<file path="config.mk">
export PLATFORM = sky130hd
export DESIGN_NAME = clsc_speed_ctrl
export DESIGN_NICKNAME = d
export VERILOG_FILES = /design/src/rtl/clsc_pkg.sv /design/src/rtl/clsc_speed_ctrl.sv
export SDC_FILE = /design/constraint.sdc
export NUM_CORES = 2
export LEC_CHECK = 0
export BUFFER_PORTS_ARGS = -buffer_cell sky130_fd_sc_hd__buf_2
export CAP_MARGIN = 25
export CORE_UTILIZATION = 51
export CTS_CLUSTER_SIZE = 14
export DETAILED_ROUTE_END_ITERATION = 6
export PLACE_DENSITY = 0.72
export SKIP_CTS_REPAIR_TIMING = 1
export SLEW_MARGIN = 15
export SYNTH_ARGS = -nofsm -noshare
export SYNTH_HDL_FRONTEND = slang
export SYNTH_SLANG_ARGS = --single-unit
export TNS_END_PERCENT = 5
</file>
<file path="constraint.sdc">
create_clock -name pclk -period 14.13 [get_ports pclk]
set_input_delay 1.413 -clock pclk [delete_from_list [all_inputs] [get_ports pclk]]
set_output_delay 1.413 -clock pclk [all_outputs]
set_load 0.05 [all_outputs]
</file>
<file path="src/rtl/clsc_pkg.sv">
/*
  constants, register map and state encoding for the closed-loop speed controller.
  assumes a 20 MHz pclk and an APB slave with 32-bit data, one register per aligned word.
*/
package clsc_pkg;
  localparam int CLK_HZ = 20_000_000;
  localparam int CLK_PERIOD_NS = 50;
  // bridge period step: one period unit of the 5-bit period select
  localparam int BRIDGE_STEP_NS = 1000;
  localparam int BRIDGE_STEP_CYCLES = BRIDGE_STEP_NS / CLK_PERIOD_NS;
  // speed gate of 10/6 s: commutation count over it equals electrical freq in 0.1 Hz
  localparam int SPEED_GATE_CYCLES = CLK_HZ * 10 / 6;
  localparam int MAX_ELECTRICAL_FREQ_EXP_BASE = 8;

  // register byte offsets
  localparam logic [7:0] ADDR_CTRL = 8'h00;
  localparam logic [7:0] ADDR_CFG = 8'h04;
  localparam logic [7:0] ADDR_DEMAND = 8'h08;
  localparam logic [7:0] ADDR_START = 8'h0C;
  localparam logic [7:0] ADDR_STATUS = 8'h10;
  localparam logic [7:0] ADDR_SPEED = 8'h14;

  // control bit positions
  localparam int CTRL_RUN_BIT = 0;
  localparam int CTRL_BRAKE_BIT = 1;
  localparam int CTRL_RESTART_BIT = 2;
  localparam int CTRL_SERIAL_BIT = 3;
  // configuration field positions
  localparam int CFG_SMX_LSB = 0;
  localparam int CFG_PERIOD_LSB = 8;
  localparam int CFG_PGAIN_LSB = 16;
  localparam int CFG_IGAIN_LSB = 20;
  localparam int START_SPEED_LSB = 0;
  localparam int START_DUTY_LSB = 16;

  // reset values
  localparam logic [3:0] CTRL_RESET = 4'h3;
  localparam logic [2:0] SMX_RESET = 3'h7;
  localparam logic [4:0] PERIOD_RESET = 5'h13;
  localparam logic [2:0] PGAIN_RESET = 3'h3;
  localparam logic [2:0] IGAIN_RESET = 3'h2;
  localparam logic [15:0] START_SPEED_RESET = 16'h0064;
  localparam logic [7:0] START_DUTY_RESET = 8'h40;

  // duty thresholds on an 8-bit scale, fault pattern and start counts, PI saturation limits
  localparam logic [7:0] DUTY_10PCT = 8'h19;
  localparam logic [7:0] DUTY_25PCT = 8'h40;
  localparam logic [7:0] DUTY_FULL = 8'hFF;
  localparam logic [2:0] FAULT_HALF = 3'h3;
  localparam logic [2:0] FAULT_LAST = 3'h5;
  localparam logic [1:0] FAULT_REPEATS = 2'h2;
  localparam logic [1:0] START_COMMS = 2'h2;
  localparam logic signed [25:0] DUTY_MAX = 26'sh000_00FF;
  localparam logic signed [25:0] INTEG_MAX = 26'sh000_FF00;

  typedef enum logic [2:0] {
    ST_BRAKE = 3'b000,
    ST_COAST = 3'b001,
    ST_START = 3'b010,
    ST_RUN = 3'b011,
    ST_DECAY = 3'b100,
    ST_LOS = 3'b101
  } clsc_state_t;
endpackage

</file>
<file path="src/rtl/clsc_speed_ctrl.sv">
/*
  closed-loop speed control: input duty measurement, state sequencing, PI loop,
  bridge PWM with fixed off-time current limit, loss-of-sync fault pattern, APB registers.
  assumes pwm_in, current_limit_in and the commutation status inputs are synchronous to pclk.
*/
// Our own choices: the placing of the registers and the APB slave port.
// Overview of operation
// - max frequency in 0.1 Hz units is 2 to the (select plus 8), minus one.
// - demand is duty times max frequency; PI corrects bridge duty against measured speed.
// - bridge PWM period comes from the 5-bit period select, not the input.
// - current trip forces off for one bridge period, released on period start.
// - proportional and integral gains come from separate 3-bit selects.
// - input inactive over two measured periods puts bridge off to decay.
// - one further inactive period applies brake when brake and run enabled.
// - after reset with brake and run enabled, brake holds until duty exceeds 10%.
// - brake enable clear means braking is never applied.
// - brake only after duty returns to zero; running motor above 0% never brakes.
// - after braking, non-running motor with duty 10% to 25% coasts.
// - duty above 25% starts the start sequence and lets the motor run.
// - during start demand is ignored until two commutations after hold time.
// - inactive timeout during start aborts it; brakes if brake and run enabled, else coasts.
// - too low speed or demand under quarter start speed switches bridge off.
// - loss of sync drives fault low three input periods, high three, repeating.
// - with run and auto-restart and duty over 25%, two patterns then restart.
// - without auto-restart fault stays until duty under 25% or run cleared.
// - demand and state come from the input duty or a serially written value.
// - if sensorless start fails, keep forcing commutation with repeated starts.
// - input duty is measured with 8-bit resolution.
module clsc_speed_ctrl
  import clsc_pkg::*;
#(
  parameter int GATE_CYCLES = SPEED_GATE_CYCLES
) (
  input wire logic pclk,
  input wire logic presetn,
  input wire logic psel,
  input wire logic penable,
  input wire logic pwrite,
  input wire logic [7:0] paddr,
  input wire logic [31:0] pwdata,
  output logic [31:0] prdata,
  output logic pready,
  output logic pslverr,
  input wire logic pwm_in,
  input wire logic current_limit_in,
  input wire logic comm_tick,
  input wire logic hold_done,
  input wire logic sync_lost,
  output logic bridge_pwm,
  output logic bridge_enable,
  output logic brake_out,
  output logic start_req,
  output logic fault_out_n
);
  function automatic logic signed [25:0] sat_range(input logic signed [25:0] v,
                                                   input logic signed [25:0] hi);
    if (v < 0) begin
      sat_range = '0;
    end else if (v > hi) begin
      sat_range = hi;
    end else begin
      sat_range = v;
    end
  endfunction

  // registers
  logic run_enable, brake_enable, auto_restart_enable, serial_sel;
  logic [2:0] max_speed_select, prop_gain_select, integ_gain_select;
  logic [4:0] bridge_period_select;
  logic [7:0] serial_duty_reg, start_duty_reg;
  logic [15:0] start_speed_reg;
  clsc_state_t state_reg, state_next;

  // input duty measurement
  logic pwm_d_reg;
  logic [23:0] per_cnt_reg, high_cnt_reg, low_cnt_reg, last_per_reg, last_high_reg;
  logic div_busy_reg;
  logic [2:0] div_bit_reg;
  logic [7:0] div_q_reg, meas_duty_reg;
  logic rise, to_decay, to_brake, stuck_high, zero_eff, brake_to_eff;
  logic [7:0] duty_eff, q_try;
  logic [25:0] per_x2, per_x3;

  assign rise = pwm_in & ~pwm_d_reg;
  assign per_x2 = {1'b0, last_per_reg, 1'b0};
  assign per_x3 = per_x2 + {2'b00, last_per_reg};
  assign to_decay = ~pwm_in && ({2'b00, low_cnt_reg} > per_x2);
  assign to_brake = ~pwm_in && ({2'b00, low_cnt_reg} > per_x3);
  assign stuck_high = pwm_in && ({2'b00, high_cnt_reg} > per_x2);
  assign duty_eff = serial_sel ? serial_duty_reg : (stuck_high ? DUTY_FULL : meas_duty_reg);
  assign zero_eff = serial_sel ? (serial_duty_reg == 8'h00) : to_decay;
  assign brake_to_eff = serial_sel ? (serial_duty_reg == 8'h00) : to_brake;
  assign q_try = div_q_reg | (8'h01 << div_bit_reg);

  always_ff @(posedge pclk or negedge presetn) begin
    if (!presetn) begin
      pwm_d_reg <= 1'b0;
      per_cnt_reg <= '0;
      high_cnt_reg <= '0;
      low_cnt_reg <= '0;
      last_per_reg <= '0;
      last_high_reg <= '0;
    end else begin
      pwm_d_reg <= pwm_in;
      per_cnt_reg <= rise ? 24'h00_0001 : per_cnt_reg + {23'h0, ~&per_cnt_reg};
      high_cnt_reg <= rise ? 24'h00_0001 : high_cnt_reg + {23'h0, pwm_in & ~&high_cnt_reg};
      low_cnt_reg <= pwm_in ? 24'h00_0000 : low_cnt_reg + {23'h0, ~&low_cnt_reg};
      if (rise) begin
        last_per_reg <= per_cnt_reg;
        last_high_reg <= high_cnt_reg;
      end
    end
  end

  // successive approximation of high*256/period, eight cycles after each rising edge
  always_ff @(posedge pclk or negedge presetn) begin
    if (!presetn) begin
      div_busy_reg <= 1'b0;
      div_bit_reg <= '0;
      div_q_reg <= '0;
      meas_duty_reg <= '0;
    end else if (rise) begin
      div_busy_reg <= 1'b1;
      div_bit_reg <= 3'h7;
      div_q_reg <= '0;
    end else if (div_busy_reg) begin
      if (32'(q_try) * 32'(last_per_reg) <= {last_high_reg, 8'h00}) begin
        div_q_reg <= q_try;
      end
      div_bit_reg <= div_bit_reg - 3'h1;
      if (div_bit_reg == 3'h0) begin
        div_busy_reg <= 1'b0;
      end
    end else begin
      // 8-bit result; a full-high period saturates to the top code
      meas_duty_reg <= (last_high_reg >= last_per_reg) ? DUTY_FULL : div_q_reg;
    end
  end

  // speed measurement in 0.1 Hz units and speed demand
  logic [25:0] gate_cnt_reg;
  logic [15:0] comm_acc_reg, speed_reg;
  logic gate_tick_reg;
  logic [14:0] max_electrical_freq_tenths;
  logic [22:0] demand_prod;
  logic [15:0] demand;

  assign max_electrical_freq_tenths = 15'((16'h0001 << (4'(max_speed_select) + 4'(MAX_ELECTRICAL_FREQ_EXP_BASE))) - 16'h0001);
  assign demand_prod = 23'(duty_eff) * 23'(max_electrical_freq_tenths);
  assign demand = {1'b0, demand_prod[22:8]};

  always_ff @(posedge pclk or negedge presetn) begin
    if (!presetn) begin
      gate_cnt_reg <= '0;
      comm_acc_reg <= '0;
      speed_reg <= '0;
      gate_tick_reg <= 1'b0;
    end else begin
      gate_tick_reg <= 1'b0;
      if (gate_cnt_reg >= 26'(GATE_CYCLES - 1)) begin
        gate_cnt_reg <= '0;
        speed_reg <= comm_acc_reg + {15'h0, comm_tick};
        comm_acc_reg <= '0;
        gate_tick_reg <= 1'b1;
      end else begin
        gate_cnt_reg <= gate_cnt_reg + 26'h1;
        comm_acc_reg <= comm_acc_reg + {15'h0, comm_tick & ~&comm_acc_reg};
      end
    end
  end

  // PI loop, updated once per speed gate; integrator preloads start duty outside run
  logic signed [25:0] integ_reg, err, integ_sum, pi_sum;
  logic [7:0] pi_duty_reg;

  assign err = 26'(signed'({1'b0, demand})) - 26'(signed'({1'b0, speed_reg}));
  assign integ_sum = integ_reg + (err <<< integ_gain_select);
  assign pi_sum = (integ_reg >>> 8) + ((err <<< prop_gain_select) >>> 6);

  always_ff @(posedge pclk or negedge presetn) begin
    if (!presetn) begin
      integ_reg <= '0;
      pi_duty_reg <= '0;
    end else if (state_reg != ST_RUN) begin
      integ_reg <= 26'({start_duty_reg, 8'h00});
      pi_duty_reg <= start_duty_reg;
    end else if (gate_tick_reg) begin
      integ_reg <= sat_range(integ_sum, INTEG_MAX);
      pi_duty_reg <= 8'(sat_range(pi_sum, DUTY_MAX));
    end
  end

  // start sequencing, fault pattern and state machine
  logic [1:0] start_comm_reg, fault_rep_reg;
  logic [2:0] fault_per_reg;
  logic start_pulse, run_cmd, low_demand;

  assign run_cmd = run_enable && !zero_eff && (duty_eff > DUTY_25PCT);
  assign low_demand = demand < {2'b00, start_speed_reg[15:2]};

  always_comb begin
    state_next = state_reg;
    start_pulse = 1'b0;
    case (state_reg)
      ST_BRAKE: begin
        if (!(brake_enable && run_enable)) begin
          state_next = ST_COAST;
        end else if (!zero_eff && duty_eff > DUTY_10PCT) begin
          state_next = ST_COAST;
        end
      end
      ST_COAST: begin
        if (run_cmd) begin
          state_next = ST_START;
          start_pulse = 1'b1;
        end else if (brake_to_eff && brake_enable && run_enable) begin
          state_next = ST_BRAKE;
        end
      end
      ST_START: begin
        if (zero_eff || !run_enable) begin
          state_next = (brake_enable && run_enable) ? ST_BRAKE : ST_COAST;
        end else if (sync_lost) begin
          start_pulse = 1'b1;
        end else if (start_comm_reg >= START_COMMS) begin
          state_next = ST_RUN;
        end
      end
      ST_RUN: begin
        if (zero_eff) begin
          state_next = ST_DECAY;
        end else if (!run_enable) begin
          state_next = ST_COAST;
        end else if (sync_lost || low_demand) begin
          state_next = ST_LOS;
        end
      end
      ST_DECAY: begin
        if (brake_to_eff) begin
          state_next = (brake_enable && run_enable) ? ST_BRAKE : ST_COAST;
        end else if (run_cmd) begin
          state_next = ST_START;
          start_pulse = 1'b1;
        end
      end
      ST_LOS: begin
        if (!run_enable || zero_eff) begin
          state_next = ST_COAST;
        end else if (!auto_restart_enable) begin
          if (duty_eff < DUTY_25PCT) begin
            state_next = ST_COAST;
          end
        end else if (duty_eff > DUTY_25PCT && fault_rep_reg >= FAULT_REPEATS) begin
          state_next = ST_START;
          start_pulse = 1'b1;
        end
      end
      default: begin
        state_next = ST_COAST;
      end
    endcase
  end

  always_ff @(posedge pclk or negedge presetn) begin
    if (!presetn) begin
      state_reg <= ST_BRAKE;
    end else begin
      state_reg <= state_next;
    end
  end

  // commutations counted only once the start hold time has finished
  always_ff @(posedge pclk or negedge presetn) begin
    if (!presetn) begin
      start_comm_reg <= '0;
    end else if (state_reg != ST_START || start_pulse) begin
      start_comm_reg <= '0;
    end else if (hold_done && comm_tick && start_comm_reg < START_COMMS) begin
      start_comm_reg <= start_comm_reg + 2'h1;
    end
  end

  // pattern timed in input periods, and also in speed gates in serial mode: low for three, released for three
  always_ff @(posedge pclk or negedge presetn) begin
    if (!presetn) begin
      fault_per_reg <= '0;
      fault_rep_reg <= '0;
    end else if (state_reg != ST_LOS) begin
      fault_per_reg <= '0;
      fault_rep_reg <= '0;
    end else if (rise || serial_sel && gate_tick_reg) begin
      if (fault_per_reg == FAULT_LAST) begin
        fault_per_reg <= '0;
        fault_rep_reg <= fault_rep_reg + {1'b0, fault_rep_reg < FAULT_REPEATS};
      end else begin
        fault_per_reg <= fault_per_reg + 3'h1;
      end
    end
  end

  // bridge PWM with fixed off-time current limit
  logic [9:0] br_per, br_cnt_reg, br_cmp, ilim_cnt_reg;
  logic [17:0] br_prod;
  logic [7:0] drive_duty;
  logic ilim_hold_reg, drive_on, period_start;

  assign br_per = 10'((16'(bridge_period_select) + 16'h1) * BRIDGE_STEP_CYCLES);
  assign drive_on = (state_reg == ST_START) || (state_reg == ST_RUN);
  // demand is not passed to the bridge while starting
  assign drive_duty = (state_reg == ST_RUN) ? pi_duty_reg : start_duty_reg;
  assign br_prod = 18'(drive_duty) * 18'(br_per);
  assign br_cmp = br_prod[17:8];
  assign period_start = (br_cnt_reg == 10'h000);

  always_ff @(posedge pclk or negedge presetn) begin
    if (!presetn) begin
      br_cnt_reg <= '0;
    end else if (br_cnt_reg >= br_per - 10'h1) begin
      br_cnt_reg <= '0;
    end else begin
      br_cnt_reg <= br_cnt_reg + 10'h1;
    end
  end

  always_ff @(posedge pclk or negedge presetn) begin
    if (!presetn) begin
      ilim_cnt_reg <= '0;
      ilim_hold_reg <= 1'b0;
    end else if (bridge_pwm && current_limit_in) begin
      ilim_cnt_reg <= br_per;
      ilim_hold_reg <= 1'b1;
    end else if (ilim_cnt_reg != 10'h000) begin
      ilim_cnt_reg <= ilim_cnt_reg - 10'h1;
    end else if (period_start) begin
      ilim_hold_reg <= 1'b0;
    end
  end

  always_ff @(posedge pclk or negedge presetn) begin
    if (!presetn) begin
      bridge_pwm <= 1'b0;
      bridge_enable <= 1'b0;
      brake_out <= 1'b0;
      start_req <= 1'b0;
      fault_out_n <= 1'b1;
    end else begin
      bridge_pwm <= drive_on && !ilim_hold_reg && !(bridge_pwm && current_limit_in)
                    && (drive_duty == DUTY_FULL || br_cnt_reg < br_cmp);
      bridge_enable <= drive_on;
      brake_out <= (state_reg == ST_BRAKE) && brake_enable && run_enable;
      start_req <= start_pulse;
      fault_out_n <= !(state_reg == ST_LOS && state_next == ST_LOS
                       && fault_per_reg < FAULT_HALF);
    end
  end

  // APB slave: zero wait states, error on unmapped address
  logic setup;
  logic [31:0] rd_mux;
  logic mapped;

  assign setup = psel && !penable;
  always_comb begin
    rd_mux = '0;
    mapped = 1'b1;
    if (paddr == ADDR_CTRL) begin
      rd_mux = {28'h000_0000, serial_sel, auto_restart_enable, brake_enable, run_enable};
    end else if (paddr == ADDR_CFG) begin
      rd_mux = {9'h000, integ_gain_select, 1'b0, prop_gain_select, 3'h0,
                bridge_period_select, 5'h00, max_speed_select};
    end else if (paddr == ADDR_DEMAND) begin
      rd_mux = {24'h00_0000, serial_duty_reg};
    end else if (paddr == ADDR_START) begin
      rd_mux = {8'h00, start_duty_reg, start_speed_reg};
    end else if (paddr == ADDR_STATUS) begin
      rd_mux = {8'h00, pi_duty_reg, duty_eff, 4'h0, ~fault_out_n, state_reg};
    end else if (paddr == ADDR_SPEED) begin
      rd_mux = {demand, speed_reg};
    end else begin
      mapped = 1'b0;
    end
  end

  always_ff @(posedge pclk or negedge presetn) begin
    if (!presetn) begin
      pready <= 1'b0;
      pslverr <= 1'b0;
      prdata <= '0;
    end else begin
      pready <= setup;
      pslverr <= setup && !mapped;
      prdata <= (setup && !pwrite) ? rd_mux : 32'h0000_0000;
    end
  end

  always_ff @(posedge pclk or negedge presetn) begin
    if (!presetn) begin
      {serial_sel, auto_restart_enable, brake_enable, run_enable} <= CTRL_RESET;
      max_speed_select <= SMX_RESET;
      bridge_period_select <= PERIOD_RESET;
      prop_gain_select <= PGAIN_RESET;
      integ_gain_select <= IGAIN_RESET;
      serial_duty_reg <= '0;
      start_speed_reg <= START_SPEED_RESET;
      start_duty_reg <= START_DUTY_RESET;
    end else if (psel && penable && pready && pwrite) begin
      if (paddr == ADDR_CTRL) begin
        run_enable <= pwdata[CTRL_RUN_BIT];
        brake_enable <= pwdata[CTRL_BRAKE_BIT];
        auto_restart_enable <= pwdata[CTRL_RESTART_BIT];
        serial_sel <= pwdata[CTRL_SERIAL_BIT];
      end else if (paddr == ADDR_CFG) begin
        max_speed_select <= pwdata[CFG_SMX_LSB +: 3];
        bridge_period_select <= pwdata[CFG_PERIOD_LSB +: 5];
        prop_gain_select <= pwdata[CFG_PGAIN_LSB +: 3];
        integ_gain_select <= pwdata[CFG_IGAIN_LSB +: 3];
      end else if (paddr == ADDR_DEMAND) begin
        serial_duty_reg <= pwdata[7:0];
      end else if (paddr == ADDR_START) begin
        start_speed_reg <= pwdata[START_SPEED_LSB +: 16];
        start_duty_reg <= pwdata[START_DUTY_LSB +: 8];
      end
    end
  end
endmodule

</file>
==> run metrics <==
status=finished, final reports clean; type of element launching the critical path=flop; class of the tightest hold or removal check=flop to flop; internal portion of total power=approximately 2.2 mW; area of the mapped netlist=between 30000 and 40000 µm²; biggest fanout along the worst timing path=16; Worst Setup Path Type=flop to flop; largest net degree at the start of global routing=roughly 100; total via count after detailed routing=28.97k; total power density per cell area=just over 90 nW/µm²; fill cell instance count of the final layout=~6.1k; via-per-instance ratio=around 5.8; DIE HEIGHT=about 270 µm; count of input and output buffers=between 70 and 80; Synth area leaders=sky130_fd_sc_hd__dfrtp_1 (24%), sky130_fd_sc_hd__ha_1 (14%), sky130_fd_sc_hd__fa_1 (13%); f_max=76.69 MHz; Antenna Nets Post-Route=0; HPWL reported at the end of detailed placement=a little over 70000 µm; std cell rows=between 90 and 100; total leakage power=about 19 nW; first-pass GRT wire length=~150000 µm; setup_tns=0 ns; number of search-and-repair iterations in the first detailed-routing pass=7; final hold viol count=0; maximum clock skew at final layout=0.03631 ns; Cells after Synth=between 4k and 5k; portion of synthesized cell area occupied by the leading cell type=a little under a quarter; most frequent cell on the critical path=sky130_fd_sc_hd__ha_1; slew at the pin closest to its max-slew limit=approximately 1.0 ns; initial core utilization=51.59%; fin. max-slew vios=0; DRC marker count from the first detailed-route iteration=approximately 2.3k; clock latency on the worst-skew pair=about 0.60 ns; share of final-layout standard cells stronger than drive strength 1=7.915%; Arrival @ worst endpoint=13.55 ns; Async S/R FF share, synth=100.0%; count of clock tree sinks=352; kind of end point of the critical path=flop; final wirelength=just over 90000 µm; max FFs per register=31; average wire length per cell after detail routing=~18 µm; initial antenna violation count=3; master cell of the clock root buffer=sky130_fd_sc_hd__clkbuf_16; worst vdd rail ir drop=around 0.11 mV; clock buffers created by TritonCTS=44; maximum root-to-sink buffer count=3; GP Congestion=slightly above 0.9; area added between synthesis and finish=8.706%; crit path time final=between 10 and 15 ns; IO Pins=between 80 and 90; Hold Slack=0.4945 ns; fraction of the cycle the final worst path needs=92.28%; Yosys warnings=0; Max-Slew Margin vs Limit=30.71%; setup repair after global routing missed its margin=false; deepest level of the CTS H-tree=2; remaining design rule violation count=0; required time of the critical path=roughly 15 ns; vias in the first global route=~29k; count of max-cap constraint violations=0; clock tree from TritonCTS=yes; ant diodes=0; Gate power share=approximately 34%; slowest stage cell on the critical path=sky130_fd_sc_hd__fa_1; commonest register cell after synthesis=sky130_fd_sc_hd__dfrtp_1; Die Footprint=slightly above 70000 µm²; Reg clk slew, reported paths=roughly 0.06 ns; Worst path max stage delay=between 0.6 and 0.7 ns; total global routing overflow=0; total of flip-flops plus latches after synthesis=around 350; total global-route track usage=between 20 and 30%; core region area=approximately 69000 µm²; Distinct cells, synth=90; Final #Nets=about 4.8k; Die Span X=approximately 270 µm; EDFF count, synth=0; net switching power=about 1.3 mW; portion of total power attributed to sequential cells=32.5%; post-synthesis cell type with the largest combined area=sky130_fd_sc_hd__dfrtp_1; final setup violating endpoints=0; mean instance size in the synthesized netlist=8.793 µm²; switching part of the total power=37.25%; proportion of synthesized chip area in sequential cells=approximately a quarter; relative contribution of the clock network to total power=roughly 34%
## power groups by stage
stage	clock, mW	sequential, mW	combinational [mW]
2_1_floorplan	0	1.13	0.815
3_3_place_gp	0	1.17	1.15
3_5_place_dp	0	1.17	1.16
5_1_grt	1.27	1.16	1.32
6_report	1.20	1.15	1.19
4_1_cts	1.23	1.15	1.17
## metrics by stage
step           instance area, µm²  setup WS, ns  instances  total power, mW  util [%]
2_1_floorplan               35390         2.871       4025            1.946         -
3_3_place_gp                36860         1.121       4954            2.317     53.75
3_5_place_dp                36870        0.9322       4955            2.330     53.76
4_1_cts                     38420        0.8298       5035            3.553     56.02
5_1_grt                     38460       0.08586       5037            3.748     56.08
6_report                    38460         1.091       5037            3.543     56.08
## layout make-up
type | count | area (µm²) | share of cell area [%]
tap | 931 | 1165 | 3.029
inverter | 430 | 1614 | 4.196
timing repair buffer | 129 | 788.3 | 2.049
clock buffer | 51 | 1177 | 3.061
sequential | 352 | 8828 | 22.95
multi-input combinational | 3115 | 24520 | 63.74
clock inverter | 29 | 371.6 | 0.9662
## cell families after synthesis
| group | count (synthesis) | share of synthesized area, % |
|---|---|---|
| buffers and inverters | 558 | 5.976 |
| muxes | 110 | 3.413 |
| other | 1 | 0.01060 |
| AOI/OAI and AO/OA | 783 | 14.25 |
| xor gates and xnor gates | 247 | 6.114 |
| and+or+nand+nor | 1343 | 18.10 |
| DFF | 352 | 24.95 |
| adders and majority gates | 630 | 27.18 |
## path summary, 6_finish.rpt
kind	slack [ns]	cells after the start	start	end
worst max-delay path	1.09	47	last_per_reg[13]	integ_reg[3]
worst min-delay path	0.49	2	fault_rep_reg[0]	fault_rep_reg[0]
worst max register to register	1.09	47	last_per_reg[13]	integ_reg[3]
worst min register to register	0.49	2	fault_rep_reg[0]	fault_rep_reg[0]
max in group asynchronous	11.82	2	presetn	gate_cnt_reg[12]
min in group asynchronous	0.83	1	presetn	fault_rep_reg[0]
## layer usage
layer | share of wire, % | vias up | GRT usage [%]
met5 | 0 | - | 0
met4 | 3.1 | 0 | 8.452
met3 | 8.3 | 152 | 5.536
met2 | 45 | 958 | 42.13
met1 | 44 | 14000 | 36.81
li1 | - | 13860 | -
## Yosys cell counts, types with 12 or more instances
library cell               count
sky130_fd_sc_hd__dfstp_2      16
sky130_fd_sc_hd__xnor2_1     120
sky130_fd_sc_hd__and3_1       45
sky130_fd_sc_hd__mux2i_1      52
sky130_fd_sc_hd__nand2b_1     48
sky130_fd_sc_hd__o21a_1       45
sky130_fd_sc_hd__a21oi_1     215
sky130_fd_sc_hd__buf_1        12
sky130_fd_sc_hd__fa_1        231
sky130_fd_sc_hd__nor4_1       24
sky130_fd_sc_hd__a211oi_1     29
sky130_fd_sc_hd__clkbuf_1    109
sky130_fd_sc_hd__o211ai_1     16
sky130_fd_sc_hd__o21bai_1     15
sky130_fd_sc_hd__a22o_1       19
sky130_fd_sc_hd__nand4_1      65
sky130_fd_sc_hd__and4_1       16
sky130_fd_sc_hd__ha_1        399
sky130_fd_sc_hd__and2_1       68
sky130_fd_sc_hd__nand3_1      95
sky130_fd_sc_hd__or3_1        27
sky130_fd_sc_hd__o21ai_0     214
sky130_fd_sc_hd__nor2_1      383
sky130_fd_sc_hd__nand2_1     394
sky130_fd_sc_hd__a21o_1       71
sky130_fd_sc_hd__or2_2        16
sky130_fd_sc_hd__o22a_1       12
sky130_fd_sc_hd__mux2_2       54
sky130_fd_sc_hd__xor2_1      127
sky130_fd_sc_hd__nor3_1       53
sky130_fd_sc_hd__dfrtp_1     336
sky130_fd_sc_hd__inv_1       428
sky130_fd_sc_hd__a222oi_1     14
sky130_fd_sc_hd__nor2b_1      64
## critical path: cells and delay by family (launching register included)
kind | cells | cell delay, ns
adder cells (fa/ha/maj) | 9 | 3.62
multiplexers | 3 | 0.52
AO/OA/AOI/OAI | 17 | 3.81
buffers and inverters | 6 | 0.91
XOR/XNOR | 2 | 0.73
AND/OR/NAND/NOR | 10 | 2.77
flip-flops | 1 | 0.56
## layout by cell type, fill, tap and decap left out, types with 23 or more instances in the layout
| master | count |
|---|---|
| sky130_fd_sc_hd__ha_1 | 399 |
| sky130_fd_sc_hd__o21ai_0 | 213 |
| sky130_fd_sc_hd__mux2_2 | 54 |
| sky130_fd_sc_hd__nand3_1 | 95 |
| sky130_fd_sc_hd__fa_1 | 231 |
| sky130_fd_sc_hd__buf_2 | 78 |
| sky130_fd_sc_hd__nor2b_1 | 63 |
| sky130_fd_sc_hd__a21oi_1 | 212 |
| sky130_fd_sc_hd__clkbuf_16 | 44 |
| sky130_fd_sc_hd__nor3_1 | 53 |
| sky130_fd_sc_hd__nand4_1 | 65 |
| sky130_fd_sc_hd__nand2_1 | 394 |
| sky130_fd_sc_hd__o21a_1 | 45 |
| sky130_fd_sc_hd__a211oi_1 | 29 |
| sky130_fd_sc_hd__and2_1 | 68 |
| sky130_fd_sc_hd__nor4_1 | 23 |
| sky130_fd_sc_hd__buf_4 | 49 |
| sky130_fd_sc_hd__mux2i_1 | 52 |
| sky130_fd_sc_hd__nor2_1 | 382 |
| sky130_fd_sc_hd__inv_1 | 428 |
| sky130_fd_sc_hd__a21o_1 | 71 |
| sky130_fd_sc_hd__nand2b_1 | 48 |
| sky130_fd_sc_hd__or3_1 | 27 |
| sky130_fd_sc_hd__and3_1 | 45 |
| sky130_fd_sc_hd__xnor2_1 | 120 |
| sky130_fd_sc_hd__dfrtp_1 | 336 |
| sky130_fd_sc_hd__xor2_1 | 127 |
Power figures use the tool's default switching activity.
